`config.mk`:
```
export PLATFORM = sky130hd
export DESIGN_NAME = icr_top
export DESIGN_NICKNAME = d
export VERILOG_FILES = /design/src/logic/icr_pkg.sv /design/src/logic/icr_line_if.sv /design/src/logic/icr_bus_monitor.sv /design/src/logic/icr_top.sv
export SDC_FILE = /design/constraint.sdc
export NUM_CORES = 1
export LEC_CHECK = 0
export BUFFER_PORTS_ARGS = -buffer_cell sky130_fd_sc_hd__buf_2
export CAP_MARGIN = 20
export CORE_MARGIN = 1.5
export CORE_UTILIZATION = 60
export CTS_CLUSTER_DIAMETER = 100
export DETAILED_ROUTE_END_ITERATION = 8
export GPL_TIMING_DRIVEN = 0
export MAX_ROUTING_LAYER = met4
export PLACE_DENSITY = 0.82
export SYNTH_ARGS = -nofsm -noshare
export SYNTH_HDL_FRONTEND = slang
export SYNTH_HIERARCHICAL = 1
export SYNTH_SLANG_ARGS = --single-unit
```
`constraint.sdc`:
```
create_clock -name sys_clk -period 5.83 [get_ports sys_clk]
set_clock_uncertainty 0.05 [all_clocks]
set_input_delay 0.583 -clock sys_clk [delete_from_list [all_inputs] [get_ports sys_clk]]
set_output_delay 0.583 -clock sys_clk [all_outputs]
set_load 0.1 [all_outputs]
```
`src/logic/icr_pkg.sv`:
```
// ==========================================================
// constants for the two-wire reservation and low-width block
package icr_pkg;
   // register addresses on the byte-wide processor port
   localparam logic [19:0] ADDR_CTL0 = 20'hF0230;
   localparam logic [19:0] ADDR_STAT = 20'hF0231;
   localparam logic [19:0] ADDR_LOW = 20'hF0232;
   localparam logic [19:0] ADDR_HIGH = 20'hF0233;
   localparam logic [19:0] ADDR_FLAG = 20'hF0234;
   localparam logic [19:0] ADDR_SHIFT = 20'hF0235;
   // control_reg0 bit positions
   localparam int CTL_ENABLE = 7;
   localparam int CTL_LEAVE = 6;
   localparam int CTL_STOP_IE = 4;
   localparam int CTL_START = 1;
   // flag_reg and bus_status_reg bit positions
   localparam int FLAG_RSV_DIS = 0;
   localparam int STAT_MASTER = 7;
   localparam int STAT_PENDING = 6;
   localparam int STAT_BUSY = 0;
   // reset values
   localparam logic [7:0] LOW_RESET = 8'hFF;
   localparam logic [7:0] HIGH_RESET = 8'hFF;
   localparam logic [7:0] CTL_RESET = 8'h00;
   localparam logic [7:0] FLAG_RESET = 8'h00;
   // bits per byte on the wire, data plus acknowledge
   localparam logic [3:0] BITS_PER_BYTE = 4'h9;
   // master sequencer states
   typedef enum logic [2:0]
   {
      ST_IDLE = 3'b000,
      ST_START = 3'b001,
      ST_WAIT = 3'b010,
      ST_LOW = 3'b011,
      ST_HIGH = 3'b100
   } icr_state_t;
endpackage : icr_pkg

```
`src/logic/icr_line_if.sv`:
```
`timescale 1ns/1ps
// ==========================================================
// conditioned bus lines and bus events, monitor to sequencer
interface icr_line_if;
   logic scl_s; // synchronised clock line
   logic sda_s; // synchronised data line
   logic start_det; // start condition seen, one cycle
   logic stop_det; // stop condition seen, one cycle
   logic bus_busy; // start seen and no stop since
   modport mon (output scl_s, sda_s, start_det, stop_det, bus_busy);
   modport ctl (input scl_s, sda_s, start_det, stop_det, bus_busy);
endinterface : icr_line_if

```
`src/logic/icr_bus_monitor.sv`:
```
`timescale 1ns/1ps
// ==========================================================
// line synchroniser and start/stop detector
module icr_bus_monitor
(
   input wire logic sys_clk,
   input wire logic srst,
   input wire logic scl_pin,
   input wire logic sda_pin,
   icr_line_if.mon line
);
   // two-flop synchronisers, first stage read only by second
   logic scl_m_q, scl_s_q, sda_m_q, sda_s_q;
   // previous synchronised levels for edge finding
   logic scl_p_q, sda_p_q;
   logic busy_q;
   logic start_w, stop_w;

   // ==========================================================
   // synchronisers
   always_ff @(posedge sys_clk)
   begin
      scl_m_q <= scl_pin;
      scl_s_q <= scl_m_q;
      sda_m_q <= sda_pin;
      sda_s_q <= sda_m_q;
   end

   // data falls while clock high: start; data rises: stop
   assign start_w = scl_s_q && scl_p_q && sda_p_q && !sda_s_q;
   assign stop_w = scl_s_q && scl_p_q && !sda_p_q && sda_s_q;

   // ==========================================================
   // history and busy tracking
   always_ff @(posedge sys_clk)
   begin
      if (srst)
      begin
         scl_p_q <= 1'b1;
         sda_p_q <= 1'b1;
         busy_q <= 1'b0;
      end
      else
      begin
         scl_p_q <= scl_s_q;
         sda_p_q <= sda_s_q;
         if (start_w)
            busy_q <= 1'b1;
         else if (stop_w)
            busy_q <= 1'b0;
      end
   end

   assign line.scl_s = scl_s_q;
   assign line.sda_s = sda_s_q;
   assign line.start_det = start_w;
   assign line.stop_det = stop_w;
   assign line.bus_busy = busy_q;
endmodule : icr_bus_monitor

```
`src/logic/icr_top.sv`:
```
`timescale 1ns/1ps
// Overview of operation
// - low width register sets clock low time
// - low width is byte-writable eight-bit register, writes ignored while interface enabled
// - low width resets to all ones
// - data hold is quarter of low width
// - reservation works only when disable flag clear
// - not in use: lost arbitration or left bus
// - start while idle after stop: start, wait
// - address after stop interrupt starts master transfer
// - shift writes before stop are discarded
// - start if released, else hold reservation
module icr_top
(
   input wire logic sys_clk,
   input wire logic srst,
   input wire logic [19:0] cpu_addr,
   input wire logic cpu_wr,
   input wire logic cpu_rd,
   input wire logic [7:0] cpu_wdata,
   output logic [7:0] cpu_rdata_q,
   input wire logic scl_in,
   output logic scl_out_q,
   output logic scl_oe_q,
   input wire logic sda_in,
   output logic sda_out_q,
   output logic sda_oe_q,
   output logic bus_event_irq_q
);
   // ==========================================================
   // registers and state
   logic [7:0] scl_low_width_q, scl_high_width_q; // clock widths
   logic [7:0] control_reg0_q, flag_reg_q; // control and flags
   logic [7:0] shift_reg_q; // byte to send
   logic master_q; // owns the bus
   logic rsv_pending_q; // reservation held
   logic stop_seen_q; // stop seen while reserved
   logic tx_req_q; // byte waiting to go
   logic [7:0] cnt_q; // phase counter
   logic [3:0] bit_q; // bit index in byte
   icr_pkg::icr_state_t state_q, state_d;

   icr_line_if line ();

   icr_bus_monitor u_mon
   (
      .sys_clk(sys_clk),
      .srst(srst),
      .scl_pin(scl_in),
      .sda_pin(sda_in),
      .line(line)
   );

   // ==========================================================
   // decode
   wire enable_w = control_reg0_q[icr_pkg::CTL_ENABLE];
   wire stop_ie_w = control_reg0_q[icr_pkg::CTL_STOP_IE];
   wire rsv_dis_w = flag_reg_q[icr_pkg::FLAG_RSV_DIS];
   wire wr_ctl = cpu_wr && (cpu_addr == icr_pkg::ADDR_CTL0);
   wire wr_low = cpu_wr && (cpu_addr == icr_pkg::ADDR_LOW);
   wire wr_high = cpu_wr && (cpu_addr == icr_pkg::ADDR_HIGH);
   wire wr_flag = cpu_wr && (cpu_addr == icr_pkg::ADDR_FLAG);
   wire wr_shift = cpu_wr && (cpu_addr == icr_pkg::ADDR_SHIFT);
   wire start_wr = wr_ctl && cpu_wdata[icr_pkg::CTL_START] && enable_w;
   wire leave_wr = wr_ctl && cpu_wdata[icr_pkg::CTL_LEAVE];
   // device not in use after arbitration loss or leaving the bus
   wire not_in_use = !master_q;
   wire bus_free = !line.bus_busy;
   wire launch_now = start_wr && not_in_use && bus_free;
   wire reserve = start_wr && not_in_use && !bus_free && !rsv_dis_w;
   // address written after stop report launches the master
   wire rsv_go = wr_shift && rsv_pending_q && stop_seen_q && stop_ie_w;
   wire drop_wr = wr_shift && rsv_pending_q && !stop_seen_q;
   wire tx_wr = wr_shift && master_q && !rsv_pending_q;
   wire launch = launch_now || rsv_go;
   // data hold is a quarter of the low width, at least one cycle
   wire [7:0] hold_w = (scl_low_width_q[7:2] == 6'h00) ? 8'h01 : {2'b00, scl_low_width_q[7:2]};
   wire low_done = (cnt_q >= scl_low_width_q);
   wire high_done = (cnt_q >= scl_high_width_q);
   wire data_bit = (bit_q < 4'h8) ? shift_reg_q[3'h7 - bit_q[2:0]] : 1'b1;
   // released data read low on a data bit: arbitration lost
   wire arb_lost = (state_q == icr_pkg::ST_HIGH) && line.scl_s && !sda_oe_q && !line.sda_s
                   && (bit_q < 4'h8);
   wire quit = arb_lost || leave_wr || !enable_w;

   // ==========================================================
   // sequencer next state
   always_comb
   begin
      state_d = state_q;
      case (state_q)
         icr_pkg::ST_IDLE:
            if (launch)
               state_d = icr_pkg::ST_START;
         icr_pkg::ST_START:
            if (high_done)
               state_d = icr_pkg::ST_WAIT;
         icr_pkg::ST_WAIT:
            if (tx_req_q)
               state_d = icr_pkg::ST_LOW;
         icr_pkg::ST_LOW:
            if (low_done)
               state_d = icr_pkg::ST_HIGH;
         icr_pkg::ST_HIGH:
            if (line.scl_s && high_done)
               state_d = (bit_q == icr_pkg::BITS_PER_BYTE - 4'h1) ? icr_pkg::ST_WAIT : icr_pkg::ST_LOW;
         default:
            state_d = icr_pkg::ST_IDLE;
      endcase
      if (quit)
         state_d = icr_pkg::ST_IDLE;
   end

   // ==========================================================
   // sequencer registers, counter restarts on each state change
   always_ff @(posedge sys_clk)
   begin
      if (srst)
      begin
         state_q <= icr_pkg::ST_IDLE;
         cnt_q <= 8'h00;
         bit_q <= 4'h0;
      end
      else
      begin
         state_q <= state_d;
         // high phase counts only once the line is seen high
         if (state_d != state_q)
            cnt_q <= 8'h00;
         else if (!(state_q == icr_pkg::ST_HIGH && !line.scl_s) && cnt_q != 8'hFF)
            cnt_q <= cnt_q + 8'h01;
         if (state_q == icr_pkg::ST_WAIT)
            bit_q <= 4'h0;
         else if (state_q == icr_pkg::ST_HIGH && state_d == icr_pkg::ST_LOW)
            bit_q <= bit_q + 4'h1;
      end
   end

   // ==========================================================
   // pin drivers: open drain, enable high pulls the line low
   always_ff @(posedge sys_clk)
   begin
      scl_out_q <= 1'b0;
      sda_out_q <= 1'b0;
      if (srst || state_d == icr_pkg::ST_IDLE)
      begin
         scl_oe_q <= 1'b0;
         sda_oe_q <= 1'b0;
      end
      else
      begin
         // clock low in wait and low phases
         scl_oe_q <= (state_d == icr_pkg::ST_WAIT) || (state_d == icr_pkg::ST_LOW);
         if (state_d == icr_pkg::ST_START)
            sda_oe_q <= 1'b1;
         else if (state_q == icr_pkg::ST_LOW && cnt_q == hold_w)
            sda_oe_q <= !data_bit;
      end
   end

   // ==========================================================
   // registers written by software, reservation tracking
   always_ff @(posedge sys_clk)
   begin
      if (srst)
      begin
         scl_low_width_q <= icr_pkg::LOW_RESET;
         scl_high_width_q <= icr_pkg::HIGH_RESET;
         control_reg0_q <= icr_pkg::CTL_RESET;
         flag_reg_q <= icr_pkg::FLAG_RESET;
         shift_reg_q <= 8'h00;
         master_q <= 1'b0;
         rsv_pending_q <= 1'b0;
         stop_seen_q <= 1'b0;
         tx_req_q <= 1'b0;
         bus_event_irq_q <= 1'b0;
      end
      else
      begin
         // widths change only while the interface is off
         if (wr_low && !enable_w)
            scl_low_width_q <= cpu_wdata;
         if (wr_high && !enable_w)
            scl_high_width_q <= cpu_wdata;
         // trigger and leave bits do not stay set
         if (wr_ctl)
            control_reg0_q <= cpu_wdata & ~(8'h01 << icr_pkg::CTL_START) & ~(8'h01 << icr_pkg::CTL_LEAVE);
         if (wr_flag)
            flag_reg_q <= cpu_wdata;
         // discarded writes never reach the shifter
         if (rsv_go || tx_wr)
            shift_reg_q <= cpu_wdata;
         if (quit)
            master_q <= 1'b0;
         else if (launch)
            master_q <= 1'b1;
         if (quit || rsv_go)
            rsv_pending_q <= 1'b0;
         else if (reserve)
            rsv_pending_q <= 1'b1;
         if (!rsv_pending_q || quit || rsv_go)
            stop_seen_q <= 1'b0;
         else if (line.stop_det)
            stop_seen_q <= 1'b1;
         if (quit)
            tx_req_q <= 1'b0;
         else if (rsv_go || tx_wr)
            tx_req_q <= 1'b1;
         else if (state_q == icr_pkg::ST_WAIT)
            tx_req_q <= 1'b0;
         bus_event_irq_q <= line.stop_det && stop_ie_w;
      end
   end

   // ==========================================================
   // read port
   wire [7:0] stat_w = ({7'h00, master_q} << icr_pkg::STAT_MASTER)
                     | ({7'h00, rsv_pending_q} << icr_pkg::STAT_PENDING)
                     | ({7'h00, line.bus_busy} << icr_pkg::STAT_BUSY);
   wire [7:0] rd_mux = (cpu_addr == icr_pkg::ADDR_CTL0) ? control_reg0_q :
                       (cpu_addr == icr_pkg::ADDR_STAT) ? stat_w :
                       (cpu_addr == icr_pkg::ADDR_LOW) ? scl_low_width_q :
                       (cpu_addr == icr_pkg::ADDR_HIGH) ? scl_high_width_q :
                       (cpu_addr == icr_pkg::ADDR_FLAG) ? flag_reg_q :
                       (cpu_addr == icr_pkg::ADDR_SHIFT) ? shift_reg_q : 8'h00;

   always_ff @(posedge sys_clk)
   begin
      if (srst)
         cpu_rdata_q <= 8'h00;
      else if (cpu_rd)
         cpu_rdata_q <= rd_mux;
   end
endmodule : icr_top

```
**After elaboration in Yosys (flattened, before gate mapping)**

Index checks and enable logic that the tools add are counted.

- $mul: 0
- Order comparisons: 4
- $add $sub $neg: 3
- Mux-type cells: 24
- Equality and inequality tests: 17
- Divide/modulo/power cells: 0
- Reductions and logical operators: 65
- Bitwise logic cells: 2
- Shift-type cells: 0

Operators with widths:

| kind | count |
|---|---|
| $eq A20 B20 Y1 const B | 6 |
| $mux W8 | 6 |
| $logic_and A1 B1 Y1 | 34 |
| $mux W3 | 6 |
| $ge A8 B8 Y1 | 2 |
| $pmux W3 S5 | 1 |
| $eq A3 B2 Y1 const B | 4 |
| $logic_not A1 Y1 | 11 |
| $reduce_or A2 Y1 | 5 |
| $logic_or A1 B1 Y1 | 9 |
| $mux W1 | 9 |
| $add A8 B1 Y8 const B | 1 |
| $eq A8 B6 Y1 | 1 |
| $ne A8 B8 Y1 const B | 1 |
| $or A8 B1 Y8 | 1 |
| $or A8 B7 Y8 | 1 |
| $eq A3 B1 Y1 const B | 2 |
| $logic_not A3 Y1 | 2 |
| $logic_not A6 Y1 | 1 |
| $mux W6 | 1 |
| $reduce_bool A2 Y1 | 3 |
| $add A4 B1 Y4 const B | 1 |
| $eq A4 B4 Y1 const B | 1 |
| $lt A3 B4 Y1 const B | 1 |
| 5 further kinds | 5 |

- Output and inout port bits: 13
- Word-level logic and storage cells: 138
- Memory bits (read-only): 0
- Memories: 0
- Memory bits (writable): 0
- Input port bits: 34
- Flip-flop bits (word level): 75
- Latch bits: 0

**Longest topological paths before layout**

Gate-level depths: netlist (run 1).

- Word-level depth: 12
- Gate-level depth with buffers: 10
- Depth with buffers taken out: 9

**Cells and area by module**

Netlist (run 1), hierarchy kept.

Modules (own cells, without submodules):

| module | times used | area each (µm²) | cells an instance |
|---|---|---|---|
| icr_top | 1 | 3902.5 | 461 |
| icr_bus_monitor | 1 | 209.0 | 17 |

**Worst setup path after synthesis (run 1)**

No wires, ideal clock.

- Path type: register to register
- From: register sda_oe_q
- To: register bit_q[3]
- Buffers on the path: 1
- Data required time: 5709 ps
- Data arrival time: 2516 ps
- Stages on the path, launching flop included: 8
- Path slack: 3193 ps
- Cells stage by stage: dfxtp_1 > or3_1 > o211a_1 > o21ai_2 > or4_1 > clkbuf_2 > or3_1 > a21oi_1

- Word-level cells in the longest chain between the ends: 9

RTL lines:

| item | line | text |
|---|---|---|
| start, declared | icr_top.sv:27 | `output logic sda_oe_q,` |
| start signal, assigned | icr_top.sv:157 | `sda_oe_q <= !data_bit;` |
| $logic_not A1 Y1 | icr_top.sv:82 | `wire arb_lost = (state_q == icr_pkg::ST_HIGH) && line.scl_s && !sda_oe_q && !line.sda_s` |
| $logic_and A1 B1 Y1 (2 in a row) | icr_top.sv:82 |  |
| $logic_and A1 B1 Y1 | icr_top.sv:83 | `&& (bit_q < 4'h8);` |
| $logic_or A1 B1 Y1 (2 in a row) | icr_top.sv:84 | `wire quit = arb_lost \|\| leave_wr \|\| !enable_w;` |
| $mux W3 | icr_top.sv:110 | `if (quit)` |
| $eq A3 B2 Y1 | icr_top.sv:134 | `else if (state_q == icr_pkg::ST_HIGH && state_d == icr_pkg::ST_LOW)` |
| $logic_and A1 B1 Y1 | icr_top.sv:134 |  |
| end signal, assigned | icr_top.sv:135 | `bit_q <= bit_q + 4'h1;` |
| end, declared | icr_top.sv:40 | `logic [3:0] bit_q;` |

No other way between the ends.
A chain may end at the register's enable or synchronous reset.

**Worst setup path in the final report (run 1)**

- From: register cnt_q[0]
- To: register cnt_q[1]

- Word-level cells in the longest chain between the ends: 7

RTL lines:

| item | line | text |
|---|---|---|
| start, declared | icr_top.sv:39 | `logic [7:0] cnt_q;` |
| start signal, assigned | icr_top.sv:131 | `cnt_q <= cnt_q + 8'h01;` |
| $ge A8 B8 Y1 | icr_top.sv:79 | `wire high_done = (cnt_q >= scl_high_width_q);` |
| $logic_and A1 B1 Y1 | icr_top.sv:105 | `if (line.scl_s && high_done)` |
| $mux W3 | icr_top.sv:105 |  |
| $pmux W3 S5 | icr_top.sv:91 | `case (state_q)` |
| $mux W3 | icr_top.sv:110 |  |
| $ne A3 B3 Y1 | icr_top.sv:128 | `if (state_d != state_q)` |
| $reduce_or A2 Y1 (no source line) | - |  |

Parallel ways exist; a longest one is shown, timed or not.

==> flow_summary_export.csv, run 1 <==
group,metric,value,unit
sta,hold_viol,0,
critical_path,crit_family,"compound AO/OA/AOI/OAI gates",
critical_path,r2r_slack,2.75,ns
die,core-area,6495,um2
sta,drv_slew,0,
global_route,track_usage,0.3335,
die,io_pins,47,
sta,fmax,324.7,MHz
outcome,status,"finished clean",
finish,nFillCells,538,
die,row_count,29,
finish,syn_to_final_growth,12.57,%
finish,nNetsFinal,585,
finish,regArea,1501,um2
finish,n_antenna_cell,0,
cts,clk_pin_slew_worst_paths,0.08,ns
pwr,powerDensity,223.9,nW/um2
cts,cts_root_buf,"clkbuf_8",
placed_design,portBuffers,43,
flow_run,max_cap_violations,0,
die,die_h,85.78,um
hold_path,holdPathEnd,"u_mon/sda_m_q",
logic_synthesis,ys_seq_area_frac,0.3652,
logic_synthesis,synthAdderAreaFrac,0.05478,
placed_design,hpwl,8.478,mm
route,wirelength,11.30,mm
hold_path,worstHoldStart,"sda_in",
critical_path,r2r_cells,9,
placed_design,routabilityCongestion,0.9371,
critical_path,critical_path_class,"register to register",
global_route,grt_max_degree,14,
critical_path,path_buf_inv,1,
critical_path,cp-startpoint,"cnt_q[0]",
route,drtAntennaViolNets,0,
critical_path,path_cells,"inv_1 -> ha_1 -> nand2b_4 -> a2111o_1 -> a221oi_4 -> a221o_2 -> a31oi_2 -> a221oi_4 -> nor3b_1",
logic_synthesis,synth_compound_area_frac,0.1926,
critical_path,regToRegEndpoint,"cnt_q[1]",
cts,clkLatencyLatePin,0.36,ns
pwr,peakVddDrop,0.0001415,V
die,initial_core_util,0.6330,
finish,drive_gt1_frac,0.1543,
logic_synthesis,ys_async_sr_fraction,0,
cts,cts_resized,0,
logic_synthesis,syn_area,4111,um2
cts,htree_num_levels,3,
sta,finalSetupTns,0,ns
route,wl_per_cell,18.38,um
hold_path,hold_depth,1,
logic_synthesis,synthFlopType,"dfxtp_1",
route,vias_per_cell,6.338,
logic_synthesis,synth.distinct_cells,69,
critical_path,crit_path_end_kind,"register",
sta,worst_slew_pin_slew,0.6499,ns
cts,numCtsBuffers,9,
critical_path,cp_max_fo,8,
cts,cts_buffer_depth,2,
route,first_pass_iters,5,
logic_synthesis,synthXorXnorAreaFrac,0.03195,
logic_synthesis,synth_cells,478,
route,drc,0,
cts,cts.sinks,75,
critical_path,r2r_start,"cnt_q[0]",
route,via_count,3898,
global_route,grt_pass1_vias,3734,
sta,slew_headroom,0.5610,
die,die-area,7358,um2
logic_synthesis,synthMuxAreaShare,0.08004,
logic_synthesis,synth_top_family_by_area,"simple AND/OR/NAND/NOR gates",
critical_path,worstSetupStartpointType,"register",
global_route,grt_pass1_wl,18.35,mm
global_route,antenna_found_initial,0,
critical_path,arrival,3.26,ns
cts,cts_setup_buffers,0,
logic_synthesis,synth-seq-cells,75,
route,drt-initial-drc-count,384,
global_route,overflow,0,
pwr,p_leak,0.001968,uW
sta,setup_violations,0,
cts,cts_tree,"built",
critical_path,cpMostUsedCell,"a221oi_4",
critical_path,crit_required,6.01,ns
die,die_w,85.78,um
logic_synthesis,avgSynthCellArea,8.601,um2
placed_design,dp_slack,2.816,ns
critical_path,cpPeakStageDelay,0.49,ns
logic_synthesis,synth_edf_count,0,
sta,finalWorstSetupSlack,2.751,ns
finish,multi_input_area,2394,um2
critical_path,cp_slowest_cell,"a221oi_4",
hold_path,hold_class,"input pin to register",
sta,post-route-period-util,0.5282,
sta,rsz0062_at_grt,"no",
cts,hold_buffers,0,
logic_synthesis,synth-simple-area-share,0.2209,
sta,fin_crit,3.079,ns
logic_synthesis,yosysWarningCount,6,
==> registers in the layout, summed over array words and instances, names as in the netlist <==
register,cells
cnt_q,8
cpu_rdata_q,8
flag_reg_q,8
scl_high_width_q,8
scl_low_width_q,8
shift_reg_q,8
control_reg0_q,6
bit_q,4
state_q,3
bus_event_irq_q,1
master_q,1
rsv_pending_q,1
scl_oe_q,1
sda_oe_q,1
stop_seen_q,1
tx_req_q,1
u_mon/line.bus_busy,1
u_mon/line.scl_s,1
u_mon/line.sda_s,1
u_mon/scl_m_q,1
u_mon/scl_p_q,1
u_mon/sda_m_q,1
u_mon/sda_p_q,1
==> worst reg2reg max path: stages, from the launching register on <==
cell      delay [ns]
dfxtp_1         0.40
inv_1           0.14
ha_1            0.30
nand2b_4        0.14
a2111o_1        0.44
a221oi_4        0.49
a221o_2         0.27
a31oi_2         0.13
a221oi_4        0.49
nor3b_1         0.11
==> where the power goes <==
part,internal [uW],switching (uW),leakage (uW),total (uW)
registers,519,7.45,0.000609,526
logic,30.0,64.8,0.00126,94.8
clock network,209,206,0.0000987,415
total,758,278,0.00197,1040
==> area by class of cell <==
class                           instances  area share
Buffer                                 22     0.02082
Clock buffer                           10     0.02974
Clock inverter                          6     0.01379
Inverter                               33     0.02676
Multi-Input combinational cell        349      0.5172
Sequential cell                        75      0.3244
Tap cell                               77     0.02082
Timing Repair Buffer                   43     0.04650
==> through the flow <==
step / instances / total power, uW / hold WS (ns) / util / instance area [um2]
finish: 615 / 1036 / 0.2742 / 0.7126 / 4628
global route: 615 / 1069 / 0.2690 / 0.7126 / 4628
global placement: 599 / 629.1 / 0.2599 / 0.6816 / 4427
floorplan: 479 / 597.0 / 0.2596 / - / 4115
detailed placement: 599 / 631.4 / 0.2621 / 0.6816 / 4427
CTS: 615 / 1037 / 0.2688 / 0.7126 / 4628
==> layer usage <==
layer  wire, um  vias up  track usage
li1           -     1849            -
met3        795       32      0.05101
met1       4820     1822       0.4157
met4        382        0       0.1305
met5          0        -            -
met2       5303      195       0.5462
==> cell families after synthesis <==
| group | count (synthesis) |
|---|---|
| compound gates | 106 |
| xor+xnor | 15 |
| fa+ha+maj | 18 |
| buf+inv | 55 |
| flops | 75 |
| mux | 30 |
| other cells | 1 |
| simple gates | 178 |
==> how the worst max path moves through the flow <==
stage | to | slack (ns) | cells past startpoint
2_1_floorplan | bit_q[3] | 3.19 | 7
3_3_place_gp | cnt_q[1] | 2.85 | 9
3_5_place_dp | cnt_q[1] | 2.82 | 9
4_1_cts | cnt_q[1] | 2.78 | 9
5_1_grt | cnt_q[3] | 2.58 | 9
6_report | cnt_q[1] | 2.75 | 9
==> Yosys cell counts, drive strengths merged, types with 4 or more instances <==
cell type / instances / area, um2
a211oi: 6 / 45.04
mux2i: 25 / 250.2
a21oi: 25 / 125.1
o211ai: 15 / 112.6
nor4b: 4 / 35.03
nand4: 7 / 43.79
nand3: 18 / 90.09
or3: 6 / 38.79
xor2: 6 / 52.55
ha: 18 / 225.2
nor3: 9 / 45.04
clkbuf: 17 / 66.31
and3: 8 / 50.05
nand2: 45 / 168.9
buf: 5 / 30.02
and4: 4 / 36.29
nor2: 51 / 191.4
dfxtp: 75 / 1501
o21ai: 20 / 103.9
inv: 31 / 116.4
nor2b: 4 / 25.02
a311oi: 4 / 35.03
xnor2: 9 / 78.83
==> layout by cell type (no fill, tap or decap), drive strengths merged, types with 3 or more instances in the layout <==
cell	Yosys	layout
nor2	51	51
ha	18	18
o21ai	20	20
nor2b	4	4
nor4	3	3
mux2i	25	25
nand3b	3	3
or3	6	6
mux2	3	3
a211oi	6	6
nand3	18	18
nand2	45	45
clkbuf	17	27
clkinv	2	4
buf	5	48
xor2	6	6
nor3	9	9
a311oi	4	4
dfxtp	75	75
nand4	7	7
and4	4	4
a2111oi	3	3
nor4b	4	4
nand2b	3	3
a21oi	25	25
a31oi	3	3
or4	3	3
inv	31	32
o211ai	15	15
xnor2	9	9
and3	8	8
Note: power is estimated with default switching activity, not from simulation.
==> run 2, diff against run 1 <==
--- a/config.mk
+++ b/config.mk
@@ -8,12 +8,12 @@
 export BUFFER_PORTS_ARGS = -buffer_cell sky130_fd_sc_hd__buf_2
 export CAP_MARGIN = 20
 export CORE_MARGIN = 1.5
-export CORE_UTILIZATION = 60
+export CORE_UTILIZATION = 53
 export CTS_CLUSTER_DIAMETER = 100
 export DETAILED_ROUTE_END_ITERATION = 8
 export GPL_TIMING_DRIVEN = 0
 export MAX_ROUTING_LAYER = met4
-export PLACE_DENSITY = 0.82
+export PLACE_DENSITY = 0.76
 export SYNTH_ARGS = -nofsm -noshare
 export SYNTH_HDL_FRONTEND = slang
 export SYNTH_HIERARCHICAL = 1
==> constraint.sdc (replaced) <==
create_clock -name sys_clk -period 2.72 [get_ports sys_clk]
set_clock_uncertainty 0.05 [all_clocks]
set_input_delay 0.272 -clock sys_clk [delete_from_list [all_inputs] [get_ports sys_clk]]
set_output_delay 0.272 -clock sys_clk [all_outputs]
set_load 0.1 [all_outputs]
==> run 2 against run 1 <==
Effect of this change: worst setup slack worse by 2.7 ns; count of clock-buffer cells in the layout grew 1; core utilization fell by 5.7 points; critical path depth rose by 2; die area up 13%; sequential power rose by 110%; critical endpoint is now sda_oe_q; largest cell class unchanged.
==> flow_summary_export.csv, run 2 (synthesized netlist as in run 1, its figures left out) <==
group,metric,value,unit
die,io_pins,47,
finish,final_cell_mix,"65 x dfxtp_1, 50 x nor2_1, 46 x buf_2",
route,drtAntennaViolNets,0,
finish,nNetsFinal,595,
critical_path,worstSetupStartpointType,"register",
global_route,grt_max_degree,12,
pwr,peakVddDrop,0.0002987,V
sta,slew_headroom,0.5701,
cts,cts_root_buf,"clkbuf_8",
pwr,power.switching,555.2,uW
die,row_count,31,
pwr,seq_power_share,0.519,
placed_design,routabilityCongestion,0.9800,
route,vias_per_cell,6.102,
cts,clkLatencyLatePin,0.35,ns
global_route,overflow,0,
die,die-area,8295,um2
route,via_count,3936,
die,die_w,91.08,um
global_route,use_met3,0.04690,
cts,clk_pin_slew_worst_paths,0.08,ns
finish,nFillCells,677,
sta,setup_violations,0,
global_route,grt_pass1_wl,18.12,mm
finish,syn_to_final_growth,17.47,%
outcome,status,"finished clean",
sta,worst_slew_pin_slew,0.6430,ns
cts,cts_buffer_depth,2,
finish,layout_commonest_cell,"dfxtp_1",
cts,cts_tree,"built",
pwr,p_clk_frac,0.381,
finish,drive_gt1_frac,0.2033,
cts,cts.sinks,75,
global_route,antenna_found_initial,0,
critical_path,crit_required,2.88,ns
sta,finalSetupTns,0,ns
critical_path,crit_path_end_kind,"register",
sta,hold_viol,0,
global_route,track_usage,0.2879,
cts,htree_num_levels,3,
sta,drv_slew,0,
global_route,gr-usage-met1,0.3603,
global_route,grt_pass1_vias,3608,
critical_path,cp_max_fo,4,
route,drt-initial-drc-count,228,
sta,whs,0.1742,ns
critical_path,arrival,2.80,ns
global_route,grt-busiest-layer,"met2",
pwr,p_leak,0.002019,uW
placed_design,hpwl,8.559,mm
route,drc,0,
sta,fmax,378.6,MHz
die,die_h,91.08,um
global_route,grt_use_met2,0.4689,
placed_design,placed_cell_area,4454,um2
pwr,powerDensity,450.7,nW/um2
pwr,p_int,1621,uW
finish,n_antenna_cell,0,
route,first_pass_iters,5,
pwr,combPwrFrac,0.100,
hold_path,hold_class,"input pin to register",
sta,fin_crit,2.641,ns
flow_run,max_cap_violations,0,
finish,fin_area,4830,um2
sta,post-route-period-util,0.9710,
route,wirelength,11.42,mm
route,wl_per_cell,17.70,um
die,initial_core_util,0.5579,
placed_design,portBuffers,43,
die,core-area,7370,um2
pwr,p_sw_frac,0.2551,
cts,numCtsBuffers,9,
pwr,total_power,2177,uW
critical_path,critical_path_class,"register to register",
==> run 2: cell count changes in the layout (fill, tap and decap cells not counted), moves of 2 or more <==
cell and delta:
dlygate4sd3_1 +2, dfxtp_2 +10, inv_1 -2, clkinvlp_4 -2, ha_1 -3, dfxtp_1 -10
a21oi_2 +3, ha_4 +3, buf_4 +7, a21oi_1 -3
==> run 2: power by group through the flow <==
stage	registers [uW]	clock network, uW	logic (uW)
after floorplan	1180	0	100
after global placement	1150	0	198
after detailed placement	1150	0	203
after CTS	1130	844	211
after global routing	1130	895	232
final	1130	830	218
==> run 2: path summary, 6_finish.rpt <==
path         slack, ns                   to          start  depth (start not counted)
max               0.08             sda_oe_q       cnt_q[0]                         11
min               0.17  scl_high_width_q[0]   cpu_wdata[0]                          3
max reg2reg       0.08             sda_oe_q       cnt_q[0]                         11
min reg2reg       0.28     u_mon/line.scl_s  u_mon/scl_m_q                          0
==> run 2: per-layer routing <==
| metal | up-vias | wire length, um | part of all wire |
|---|---|---|---|
| li1 | 1863 | - | - |
| met1 | 1866 | 4899 | 0.43 |
| met2 | 181 | 5431 | 0.48 |
| met3 | 26 | 824 | 0.072 |
| met4 | 0 | 260 | 0.023 |
| met5 | - | 0 | 0 |
==> run 2: repair_timing <==
item / in CTS / in global routing
cloned: 0 / 0
pin swaps: 4 / 6
setup endpoints to repair: 9 / 11
setup buffers: 6 / 3
hold endpoints to repair: 2 / 0
hold buffers: 2 / 0
gates resized for setup: 6 / 25
==> run 2: critical path, stage by stage (launching register included) <==
cell and delay (ns):
dfxtp_2 0.34, inv_4 0.08, ha_4 0.19, nand2b_4 0.13, a2111o_1 0.42, a221oi_4 0.39
buf_4 0.19, buf_4 0.11, or3_2 0.10, a21oi_1 0.09, o32ai_1 0.28, a311oi_1 0.12
==> run 2: final cells by class <==
cell class	count	area (um2)	share of cell area
tap	99	123.9	0.02565
buffer	22	98.84	0.02047
clock inverter	3	40.04	0.008290
timing repair buffer	53	311.5	0.06451
inverter	33	126.4	0.02617
clock buffer	11	141.4	0.02927
sequential	75	1514	0.3135
multi-input combinational	349	2474	0.5122
==> run 2: per-stage QoR <==
| step | instances | util | worst slack, ns |
|---|---|---|---|
| after CTS | 642 | 0.6404 | -0.02927 |
| after floorplan | 479 | - | 0.08307 |
| final | 645 | 0.6553 | 0.07884 |
| after detailed placement | 621 | 0.6044 | -0.4528 |
| after global routing | 645 | 0.6553 | -0.002554 |
| after global placement | 621 | 0.6044 | -0.4033 |
